[config.mk]
export PLATFORM = sky130hd
export DESIGN_NAME = ccr_cache_ctrl
export DESIGN_NICKNAME = d
export VERILOG_FILES = /design/src/inc/ccr_pkg.sv /design/src/ccr_way_alloc.sv /design/src/ccr_inval_seq.sv /design/src/ccr_cache_ctrl.sv
export SDC_FILE = /design/constraint.sdc
export NUM_CORES = 1
export LEC_CHECK = 0
export ABC_AREA = 1
export BUFFER_PORTS_ARGS = -buffer_cell sky130_fd_sc_hd__buf_2
export CAP_MARGIN = 10
export CORE_MARGIN = 2
export CORE_UTILIZATION = 55
export DETAILED_ROUTE_END_ITERATION = 12
export PLACE_DENSITY = 0.87
export SKIP_LAST_GASP = 1
export SYNTH_ARGS = -nofsm -noshare
export SYNTH_HDL_FRONTEND = slang
export SYNTH_SLANG_ARGS = --single-unit
[constraint.sdc]
create_clock -name clk_sys -period 3.1 [get_ports clk_sys]
set_clock_uncertainty 0.15 [all_clocks]
set_input_delay 0.31 -clock clk_sys [delete_from_list [all_inputs] [get_ports clk_sys]]
set_output_delay 0.31 -clock clk_sys [all_outputs]
set_load 0.01 [all_outputs]
[src/inc/ccr_pkg.sv]
// constants and types shared by the cache control register logic
package ccr_pkg;

   // register width and field positions
   localparam int unsigned CCR_W = 32;
   localparam int unsigned BIT_CACHE_ON = 31;
   localparam int unsigned BIT_SB_ON = 29;
   localparam int unsigned BIT_KEEP_VALID = 28;
   localparam int unsigned BIT_HALF_LOCK = 27;
   localparam int unsigned BIT_INVAL_ALL = 24;
   localparam int unsigned BIT_FILL_BUF = 10;
   localparam int unsigned DCM_LSB = 8;
   localparam int unsigned BIT_WR_PROT = 5;

   // value after reset and the bits that can be written (others read zero)
   localparam logic [31:0] CCR_RESET = 32'h0000_0000;
   localparam logic [31:0] CCR_WR_MASK = 32'hB900_0720;

   // cache mode encodings of the default mode field and region modes
   localparam logic [1:0] MODE_WRITE_THRU = 2'h0;
   localparam logic [1:0] MODE_COPYBACK = 2'h1;
   localparam logic [1:0] MODE_INHIB_PRECISE = 2'h2;
   localparam logic [1:0] MODE_INHIB_IMPRECISE = 2'h3;

   // structure counts
   localparam int unsigned NUM_WAYS = 4;
   localparam int unsigned SBUF_DEPTH = 4;
   localparam int unsigned DEF_NUM_SETS = 128;

   // least stall of a write that bypasses the store buffer, in cycles
   localparam logic [2:0] DIRECT_STALL_CYC = 3'h5;

   // replacement counter value after reset
   localparam logic [1:0] RR_RESET = 2'h0;

   // external write channel states
   typedef enum logic [1:0] {BUS_IDLE, BUS_SBUF, BUS_DIRECT} ccr_bus_st_t;

endpackage : ccr_pkg

[src/ccr_way_alloc.sv]
// way choice for line allocation with round-robin replacement counter
`timescale 1ns/1ns
`default_nettype none
module ccr_way_alloc (
   input wire logic clk_sys,
   input wire logic nrst,
   input wire logic half_lock,
   input wire logic alloc_go,
   input wire logic [ccr_pkg::NUM_WAYS-1:0] way_valid,
   output logic alloc_done,
   output logic [1:0] alloc_way
);
   import ccr_pkg::*;

   typedef struct packed {
      logic [1:0] rr;
      logic done;
      logic [1:0] way;
   } ccr_alloc_st_t;

   ccr_alloc_st_t s;
   ccr_alloc_st_t next_s;
   logic [1:0] low_free;
   logic any_free;

   // lowest invalid way over all four ways
   always_comb begin
      low_free = 2'h0;
      any_free = 1'b0;
      for (int i = NUM_WAYS - 1; i >= 0; i--) begin
         if (!way_valid[i]) begin
            low_free = 2'(i);
            any_free = 1'b1;
         end
      end
   end

   // choose a way and advance the counter when every candidate is valid
   always_comb begin
      next_s = s;
      next_s.done = 1'b0;
      if (alloc_go) begin
         next_s.done = 1'b1;
         if (!half_lock) begin
            if (any_free) begin
               next_s.way = low_free; // RULE_08
            end else begin
               next_s.way = s.rr; // RULE_08
               next_s.rr = s.rr + 2'h1; // RULE_08
            end
         end else if (!way_valid[2]) begin
            next_s.way = 2'h2; // RULE_09 RULE_10
         end else if (!way_valid[3]) begin
            next_s.way = 2'h3; // RULE_09
         end else begin
            next_s.way = s.rr[1] ? 2'h3 : 2'h2; // RULE_09 RULE_20
            next_s.rr = {~s.rr[1], s.rr[0]}; // RULE_09 RULE_20
         end
      end
   end

   // state register
   always_ff @(posedge clk_sys) begin
      if (!nrst) begin
         s <= '{rr: RR_RESET, done: 1'b0, way: 2'h0};
      end else begin
         s <= next_s;
      end
   end

   assign alloc_done = s.done;
   assign alloc_way = s.way;

endmodule : ccr_way_alloc
`default_nettype wire

[src/ccr_inval_seq.sv]
// sequential clear of valid and modified bits over every set
`timescale 1ns/1ns
`default_nettype none
module ccr_inval_seq #(
   parameter int unsigned NUM_SETS = ccr_pkg::DEF_NUM_SETS,
   parameter int unsigned SET_W = $clog2(NUM_SETS)
) (
   input wire logic clk_sys,
   input wire logic nrst,
   input wire logic start,
   output logic busy,
   output logic clr_we,
   output logic [SET_W-1:0] clr_set,
   output logic done
);
   import ccr_pkg::*;

   typedef struct packed {
      logic busy;
      logic [SET_W-1:0] idx;
      logic clr;
      logic [SET_W-1:0] set;
      logic done;
   } ccr_inv_st_t;

   localparam logic [SET_W-1:0] LAST_SET = SET_W'(NUM_SETS - 1);

   ccr_inv_st_t s;
   ccr_inv_st_t next_s;

   // walk the sets one per cycle, pulse done with the last clear
   always_comb begin
      next_s = s;
      next_s.clr = 1'b0;
      next_s.done = 1'b0;
      if (s.busy) begin
         next_s.clr = 1'b1; // RULE_12
         next_s.set = s.idx;
         if (s.idx == LAST_SET) begin
            next_s.busy = 1'b0;
            next_s.done = 1'b1; // RULE_13
         end else begin
            next_s.idx = s.idx + 1'b1;
         end
      end else if (start) begin
         next_s.busy = 1'b1; // RULE_12
         next_s.idx = '0;
      end
   end

   // state register
   always_ff @(posedge clk_sys) begin
      if (!nrst) begin
         s <= '0;
      end else begin
         s <= next_s;
      end
   end

   assign busy = s.busy;
   assign clr_we = s.clr;
   assign clr_set = s.set;
   assign done = s.done;

endmodule : ccr_inval_seq
`default_nettype wire

[src/ccr_cache_ctrl.sv]
// cache control register and the controller behaviour its fields steer
// Operation
// RULE_01 - reset clears the control register; cache arrays are not touched
// RULE_02 - cache_on low keeps the cache out of accesses, contents kept
// RULE_03 - store_buffer_on enables a four-entry fifo for deferred writes
// RULE_04 - store buffer off: such writes go straight to the bus each
// RULE_05 - precise inhibited accesses never use the store buffer
// RULE_06 - keep_valid_after_push low: push writes back if modified, invalidates
// RULE_07 - keep_valid_after_push high: push writes back if modified, stays valid
// RULE_08 - unlocked: lowest invalid way, else counter way, counter modulo-4
// RULE_09 - locked: lower invalid of ways 2,3, else counter high bit, modulo-2
// RULE_10 - locked: ways 0,1 never allocated, still hit and pushed
// RULE_11 - half_lock acts at once whenever written
// RULE_12 - writing invalidate_everything as one starts a pass over all sets
// RULE_13 - invalidate_everything clears itself when the pass ends
// RULE_14 - accesses stall while the invalidation pass runs
// RULE_15 - writing invalidate_everything as zero changes nothing in the cache
// RULE_16 - software should push modified lines before invalidating all
// RULE_17 - register written by control_move_instr, read and written by debug
// RULE_18 - write mode comes from matching region, else default_cache_mode
// RULE_19 - unbuffered write held until bus termination, five stall cycles
// RULE_20 - replacement counter is two bits, high bit picks way 2 or 3
`timescale 1ns/1ns
`default_nettype none
module ccr_cache_ctrl #(
   parameter int unsigned NUM_SETS = ccr_pkg::DEF_NUM_SETS,
   parameter int unsigned SET_W = $clog2(NUM_SETS),
   parameter int unsigned SB_DEPTH = ccr_pkg::SBUF_DEPTH
) (
   input wire logic clk_sys,
   input wire logic nrst,
   input wire logic move_wr_en,
   input wire logic [31:0] move_wr_data,
   input wire logic dbg_wr_en,
   input wire logic [31:0] dbg_wr_data,
   output logic [31:0] cache_control_reg,
   input wire logic acc_req,
   input wire logic acc_wr,
   input wire logic [31:0] acc_addr,
   input wire logic [31:0] acc_data,
   input wire logic region_hit,
   input wire logic [1:0] region_mode,
   output logic acc_stall,
   output logic acc_ack,
   output logic cache_lookup_en,
   output logic bus_wr_req,
   output logic [31:0] bus_wr_addr,
   output logic [31:0] bus_wr_data,
   input wire logic bus_wr_done,
   input wire logic alloc_req,
   input wire logic [ccr_pkg::NUM_WAYS-1:0] way_valid,
   output logic alloc_ack,
   output logic alloc_done,
   output logic [1:0] alloc_way,
   input wire logic push_req,
   input wire logic push_line_modified,
   output logic push_ack,
   output logic push_writeback,
   output logic push_invalidate,
   output logic inval_clr_we,
   output logic [SET_W-1:0] inval_clr_set
);
   import ccr_pkg::*;

   localparam int unsigned PTR_W = $clog2(SB_DEPTH);
   localparam int unsigned CNT_W = $clog2(SB_DEPTH + 1);
   localparam logic [CNT_W-1:0] SB_FULL = CNT_W'(SB_DEPTH);

   typedef struct packed {
      logic [31:0] ccr;
      ccr_bus_st_t bus_st;
      logic [SB_DEPTH-1:0][31:0] sb_addr;
      logic [SB_DEPTH-1:0][31:0] sb_data;
      logic [PTR_W-1:0] wptr;
      logic [PTR_W-1:0] rptr;
      logic [CNT_W-1:0] cnt;
      logic [2:0] dcnt;
      logic dseen;
      logic [31:0] bus_addr;
      logic [31:0] bus_data;
      logic push_wb;
      logic push_inv;
   } ccr_st_t;

   ccr_st_t s;
   ccr_st_t next_s;

   logic wr_any;
   logic [31:0] wr_val;
   logic inv_busy;
   logic inv_done;
   logic inv_clr;
   logic inv_active;
   logic inv_start;
   logic [1:0] eff_mode;
   logic use_sb;
   logic direct_wr;
   logic direct_release;
   logic sb_push;
   logic sb_pop;
   logic alloc_go;

   // register write source: debug wins a same-cycle collision
   assign wr_any = move_wr_en | dbg_wr_en; // RULE_17
   assign wr_val = dbg_wr_en ? dbg_wr_data : move_wr_data; // RULE_17

   // invalidation pass runs from start until its last set is cleared
   assign inv_active = inv_busy | inv_clr;
   assign inv_start = wr_any & wr_val[BIT_INVAL_ALL] & ~inv_busy; // RULE_12

   // mode of this access: matching region first, else default field
   assign eff_mode = region_hit ? region_mode :
                     s.ccr[DCM_LSB+1:DCM_LSB]; // RULE_18

   // store buffer takes write-through and imprecise inhibited writes
   assign use_sb = s.ccr[BIT_SB_ON] & acc_wr &
                   (eff_mode == MODE_WRITE_THRU ||
                    eff_mode == MODE_INHIB_IMPRECISE); // RULE_03 RULE_05

   // any other write that must reach the bus goes out on its own cycle
   assign direct_wr = acc_wr & ~use_sb &
                      (eff_mode != MODE_COPYBACK | ~s.ccr[BIT_CACHE_ON]); // RULE_04

   // an unbuffered write is let go after termination and the least stall
   assign direct_release = (s.bus_st == BUS_DIRECT) &
                           (s.dseen | bus_wr_done) &
                           (s.dcnt >= DIRECT_STALL_CYC); // RULE_19

   // stall decision for the core access port
   always_comb begin
      if (inv_active) begin
         acc_stall = acc_req; // RULE_14
      end else if (use_sb) begin
         acc_stall = acc_req & (s.cnt == SB_FULL); // RULE_03
      end else if (direct_wr) begin
         acc_stall = acc_req & ~direct_release; // RULE_19
      end else begin
         acc_stall = 1'b0;
      end
   end

   assign acc_ack = acc_req & ~acc_stall;

   // cache takes part in a lookup only when on and the mode is cacheable
   assign cache_lookup_en = acc_ack & s.ccr[BIT_CACHE_ON] &
                            ~eff_mode[1]; // RULE_02

   assign sb_push = acc_ack & use_sb;
   assign sb_pop = (s.bus_st == BUS_SBUF) & bus_wr_done;

   // allocation and push requests wait out an invalidation pass
   assign alloc_go = alloc_req & s.ccr[BIT_CACHE_ON] & ~inv_active; // RULE_02 RULE_14
   assign alloc_ack = alloc_go;
   assign push_ack = push_req & ~inv_active; // RULE_14

   // next state of register, store buffer, bus channel and push result
   always_comb begin
      next_s = s;
      next_s.push_wb = 1'b0;
      next_s.push_inv = 1'b0;

      // register write; the invalidate bit is set by a one and only
      // cleared by the end of the pass, a new start winning over the end
      if (wr_any) begin
         next_s.ccr = wr_val & CCR_WR_MASK; // RULE_17 RULE_11
         next_s.ccr[BIT_INVAL_ALL] = wr_val[BIT_INVAL_ALL] |
                                     (s.ccr[BIT_INVAL_ALL] & ~inv_done); // RULE_15
      end else if (inv_done) begin
         next_s.ccr[BIT_INVAL_ALL] = 1'b0; // RULE_13
      end

      // line push: write back if modified, invalidate unless kept valid
      if (push_ack) begin
         next_s.push_wb = push_line_modified; // RULE_06 RULE_07
         next_s.push_inv = ~s.ccr[BIT_KEEP_VALID]; // RULE_06 RULE_07
      end

      // store buffer fill
      if (sb_push) begin
         next_s.sb_addr[s.wptr] = acc_addr; // RULE_03
         next_s.sb_data[s.wptr] = acc_data; // RULE_03
         next_s.wptr = s.wptr + 1'b1;
      end
      if (sb_pop) begin
         next_s.rptr = s.rptr + 1'b1;
      end
      if (sb_push && !sb_pop) begin
         next_s.cnt = s.cnt + 1'b1;
      end else if (sb_pop && !sb_push) begin
         next_s.cnt = s.cnt - 1'b1;
      end

      // external write channel: buffered writes drain first, in order
      case (s.bus_st)
         BUS_IDLE: begin
            if (s.cnt != '0) begin
               next_s.bus_st = BUS_SBUF;
               next_s.bus_addr = s.sb_addr[s.rptr];
               next_s.bus_data = s.sb_data[s.rptr];
            end else if (acc_req && direct_wr && !inv_active) begin
               next_s.bus_st = BUS_DIRECT; // RULE_04
               next_s.bus_addr = acc_addr;
               next_s.bus_data = acc_data;
               next_s.dcnt = 3'h1;
               next_s.dseen = 1'b0;
            end
         end
         BUS_SBUF: begin
            if (bus_wr_done) begin
               next_s.bus_st = BUS_IDLE;
            end
         end
         BUS_DIRECT: begin
            if (s.dcnt < DIRECT_STALL_CYC) begin
               next_s.dcnt = s.dcnt + 3'h1; // RULE_19
            end
            if (bus_wr_done) begin
               next_s.dseen = 1'b1;
            end
            if (direct_release) begin
               next_s.bus_st = BUS_IDLE;
            end
         end
         default: begin
            next_s.bus_st = BUS_IDLE;
         end
      endcase
   end

   // state register; reset clears the control register and all other controller state
   always_ff @(posedge clk_sys) begin
      if (!nrst) begin
         s <= '0;
         s.ccr <= CCR_RESET; // RULE_01
         s.bus_st <= BUS_IDLE;
      end else begin
         s <= next_s;
      end
   end

   // way choice follows the lock bit as it stands each cycle
   ccr_way_alloc u_alloc (
      .clk_sys(clk_sys),
      .nrst(nrst),
      .half_lock(s.ccr[BIT_HALF_LOCK]), // RULE_11
      .alloc_go(alloc_go),
      .way_valid(way_valid),
      .alloc_done(alloc_done),
      .alloc_way(alloc_way)
   );

   // invalidate-all sequencer
   ccr_inval_seq #(
      .NUM_SETS(NUM_SETS),
      .SET_W(SET_W)
   ) u_inval (
      .clk_sys(clk_sys),
      .nrst(nrst),
      .start(inv_start),
      .busy(inv_busy),
      .clr_we(inv_clr),
      .clr_set(inval_clr_set),
      .done(inv_done)
   );

   // outputs
   assign cache_control_reg = s.ccr; // RULE_17
   assign bus_wr_req = (s.bus_st != BUS_IDLE);
   assign bus_wr_addr = s.bus_addr;
   assign bus_wr_data = s.bus_data;
   assign push_writeback = s.push_wb;
   assign push_invalidate = s.push_inv;
   assign inval_clr_we = inv_clr;

endmodule : ccr_cache_ctrl
`default_nettype wire

==> impl_table.tex <==
\begin{tabular}{lr}
\hline
Metric & Value \\
\hline
\multicolumn{2}{l}{\textbf{Run status}} \\
\quad Status & finished clean \\
\multicolumn{2}{l}{\textbf{Global route}} \\
\quad Routing usage on met1 & 0.329 \\
\quad Wire length of the first global-routing pass & 76.3 mm \\
\quad Total gr overflow & 0 \\
\quad Number of antenna violations at the first check in global routing & 1 \\
\quad Top Usage Layer GRT & met2 \\
\quad M2 GR Usage & 0.459 \\
\quad GR met3 Demand/Resource & 0.0462 \\
\quad Global-route usage over all layers & 0.270 \\
\quad Via count of the first global-routing pass & 15800 \\
\quad Pin count of the biggest net entering global routing & 130 \\
\multicolumn{2}{l}{\textbf{CTS}} \\
\quad Post-cts sizing count & 0 \\
\quad Clock tree root buffer cell & sky130\_fd\_sc\_hd\_\_clkbuf\_16 \\
\quad Clock transition at the register clock pins on the worst setup and hold paths after CTS & 0.06 ns \\
\quad Maximum number of buffers from clock root to sink & 3 \\
\quad Clock sink count & 366 \\
\quad Total number of H-tree levels & 2 \\
\quad Source-to-sink clock delay at the later pin of the worst-skew pair & 0.52 ns \\
\quad TritonCTS clock tree & yes \\
\quad Clock buffer count from CTS & 38 \\
\multicolumn{2}{l}{\textbf{Worst setup path}} \\
\quad Path type of the worst setup path & register to register \\
\quad Buffering stage count on the worst path with inverters included & 2 \\
\quad Critical Path RT & 3.37 ns \\
\quad CP Max Fanout & 55 \\
\quad Critical path's top delay family & simple AND/OR/NAND/NOR gates \\
\quad Critical Path End Type & register \\
\quad Largest incremental delay on the critical path & 0.48 ns \\
\quad Kind of start point of the critical path & register \\
\quad Cell with the largest stage delay on the worst path & sky130\_fd\_sc\_hd\_\_buf\_4 \\
\quad WP data arrival & 3.07 ns \\
\quad Crit path cell chain & mux2i\_1 -> ha\_1 -> nand3\_1 -> nor2\_1 -> nor2\_4 -> nand3\_2 -> nor2\_4 -> buf\_4 -> buf\_4 -> nand3\_1 -> nand2\_1 -> nor2\_2 \\
\multicolumn{2}{l}{\textbf{Die}} \\
\quad Number of core rows & 66 \\
\quad Core box area & 32500 sq um \\
\quad Initial Utilization & 0.557 \\
\quad Chip height & 185 microns \\
\quad Die footprint & 34300 sq um \\
\quad Horizontal die dimension & 185 microns \\
\quad Ports & 260 \\
\multicolumn{2}{l}{\textbf{Routing}} \\
\quad Overall via count from detail\_route & 17200 \\
\quad Post-detailed-routing wire length & 48.1 mm \\
\quad Number of antenna-violating nets in the routed design & 0 \\
\quad Number of remaining DRC errors & 0 \\
\quad Ratio of routed vias to standard cells & 5.57 \\
\quad First-pass iteration count of the detailed router & 6 \\
\quad DR WL/cell & 15.6 microns \\
\quad Detailed router's first-iteration violation count & 1609 \\
\multicolumn{2}{l}{\textbf{Finish}} \\
\quad Flip-flop count of the largest register, all copies and words added & 269 \\
\quad Net total in the final layout & 2767 \\
\quad Number of diodes added for antenna fixing & 0 \\
\quad Area growth, synth to finish & 9.66\% \\
\quad Reg with most FFs & s \\
\quad Area of all placed cells without fillers & 19800 sq um \\
\quad Fraction of layout instances using a drive strength above 1 & 0.168 \\
\multicolumn{2}{l}{\textbf{Place}} \\
\quad Port Buf Inserts & 190 \\
\quad Final Wtd Congestion & 0.809 \\
\quad Detailed Place HPWL & 27.0 mm \\
\quad Post-place instance area & 18400 sq um \\
\multicolumn{2}{l}{\textbf{STA}} \\
\quad Final Setup Violations & 0 \\
\quad Setup TNS Final & 0 ns \\
\quad Number of pins with negative max-slew slack in the final report & 0 \\
\quad Worst-margin pin slew & 0.906 ns \\
\quad Final-report hold violation count & 0 \\
\quad Relative max-transition margin & 0.396 \\
\quad Peak clock frequency supported by timing & 358 MHz \\
\quad Unrepaired setup endpoints after global routing & false \\
\quad Min cycle time layout & 2.80 ns \\
\quad Tcrit/Tclk final & 0.902 \\
\multicolumn{2}{l}{\textbf{Logic synthesis}} \\
\quad Count of yosys warnings during synthesis & 0 \\
\quad Count of state elements after synthesis & 366 \\
\quad Post-Syn Area & 18100 sq um \\
\quad Post-synthesis instance total & 2601 \\
\quad Mapped Avg Cell Area & 6.94 sq um \\
\quad Register area share after synthesis & 0.406 \\
\quad Cell variety after synth & 40 \\
\multicolumn{2}{l}{\textbf{Pwr}} \\
\quad Power density cells & 598 nW/um\^{}2 \\
\quad Peak supply drop & 0.342 mV \\
\quad P\_leak & 8.60 nW \\
\multicolumn{2}{l}{\textbf{Run}} \\
\quad Max-cap violations & 0 \\
\multicolumn{2}{l}{\textbf{Hold path}} \\
\quad Kind of path behind the tightest hold check & input pin to register \\
\hline
\end{tabular}
-- Yosys cell counts, drive strengths merged --
cell / instances / area share
a211oi: 2 / 0.00083
a21oi: 147 / 0.041
a31oi: 1 / 0.00035
a41oi: 1 / 0.00048
buf: 192 / 0.080
clkbuf: 105 / 0.022
conb: 1 / 0.00021
dfxtp: 366 / 0.41
fa: 1 / 0.0011
ha: 9 / 0.0062
inv: 122 / 0.025
mux2i: 1 / 0.00055
nand2: 335 / 0.070
nand3: 278 / 0.078
nand4: 6 / 0.0029
nor2: 744 / 0.18
nor3: 4 / 0.0011
o211ai: 4 / 0.0017
o21ai: 212 / 0.059
o21bai: 1 / 0.00042
o22ai: 63 / 0.022
o31ai: 1 / 0.00042
or2: 1 / 0.00035
xnor2: 1 / 0.00048
xor2: 3 / 0.0015
-- cell usage in the layout (no fill, tap or decap), types with 2 or more instances in the layout --
cell and n:
sky130_fd_sc_hd__inv_2 2, sky130_fd_sc_hd__xor2_1 3, sky130_fd_sc_hd__clkbuf_1 12, sky130_fd_sc_hd__clkbuf_8 11, sky130_fd_sc_hd__nand2_1 332, sky130_fd_sc_hd__ha_4 4, sky130_fd_sc_hd__nor2_8 4, sky130_fd_sc_hd__clkbuf_16 39
sky130_fd_sc_hd__o211ai_1 4, sky130_fd_sc_hd__o21ai_0 211, sky130_fd_sc_hd__inv_4 2, sky130_fd_sc_hd__o22ai_1 63, sky130_fd_sc_hd__a21oi_1 147, sky130_fd_sc_hd__conb_1 23, sky130_fd_sc_hd__nand2_4 2, sky130_fd_sc_hd__ha_1 5
sky130_fd_sc_hd__dlygate4sd3_1 23, sky130_fd_sc_hd__inv_1 118, sky130_fd_sc_hd__dfxtp_1 364, sky130_fd_sc_hd__buf_12 17, sky130_fd_sc_hd__nor2_1 595, sky130_fd_sc_hd__nor3_1 4, sky130_fd_sc_hd__a211oi_1 2, sky130_fd_sc_hd__nand3_1 276
sky130_fd_sc_hd__buf_4 16, sky130_fd_sc_hd__clkinv_2 3, sky130_fd_sc_hd__nand4_1 5, sky130_fd_sc_hd__nor2_4 4, sky130_fd_sc_hd__buf_2 189, sky130_fd_sc_hd__nor2_2 141
-- what timing repair did --
item                      in CTS  in global routing
hold buffers                  23                  0
setup buffers                  0                  0
hold endpoints to repair      13                  0
-- tightest hold or removal path: stages --
cell,delay (ns)
sky130_fd_sc_hd__buf_2,0.10
sky130_fd_sc_hd__a31oi_1,0.09
sky130_fd_sc_hd__a21oi_1,0.14
-- layout make-up --
cell class	count	area, sq um
Timing Repair Buffer	246	1650
Clock inverter	5	53.8
Clock buffer	62	1170
Fill cell	2835	12600
Tap cell	442	553
Inverter	122	463
Sequential cell	366	7330
Multi-Input combinational cell	1838	8580
-- through the flow --
step            util  std cells  hold WS [ns]  total power [mW]  setup slack [ns]
3_5_place_dp   0.566       2991         0.294              7.37             0.196
2_1_floorplan      -       2623         0.264              6.99             0.363
6_report       0.610       3081        0.0176              11.8             0.303
5_1_grt        0.610       3081        0.0124              12.4            0.0781
3_3_place_gp   0.566       2991         0.283              7.31             0.279
4_1_cts        0.610       3081       0.00874              11.9             0.327
-- worst paths after layout --
check,from,to,slack (ns),cells after the start
worst min-delay path,acc_addr[30],bus_wr_addr[30]$_SDFFE_PN0P_,0.02,3
worst min register to register,cache_control_reg[28]$_SDFFE_PN0P_,push_invalidate$_SDFF_PN0_,0.31,1
worst max-delay path,cache_control_reg[9]$_SDFFE_PN0P_,s[115]$_SDFFE_PN0P_,0.30,12
worst max register to register,cache_control_reg[9]$_SDFFE_PN0P_,s[115]$_SDFFE_PN0P_,0.30,12
-- layer usage --
metal,vias to the layer above,routed length [microns]
met2,875,23000
li1,8268,-
met5,-,12
met1,7866,19000
met3,153,4270
met4,2,1800
-- kinds of logic after synthesis --
group	synth area share
muxes	0.000554
DFF	0.406
AOI/OAI and AO/OA	0.125
and+or+nand+nor	0.332
other	0.000208
buffers and inverters	0.127
xor gates and xnor gates	0.00194
adders and majority gates	0.00734
-- power by group --
part	switching [mW]	total [mW]	leakage, nW	internal (mW)
sequential	0.167	5.18	2.97	5.01
clock	1.85	4.51	0.604	2.66
combinational	1.43	2.15	5.03	0.727
total	3.44	11.8	8.60	8.40
(Power assumes the default switching activity.)
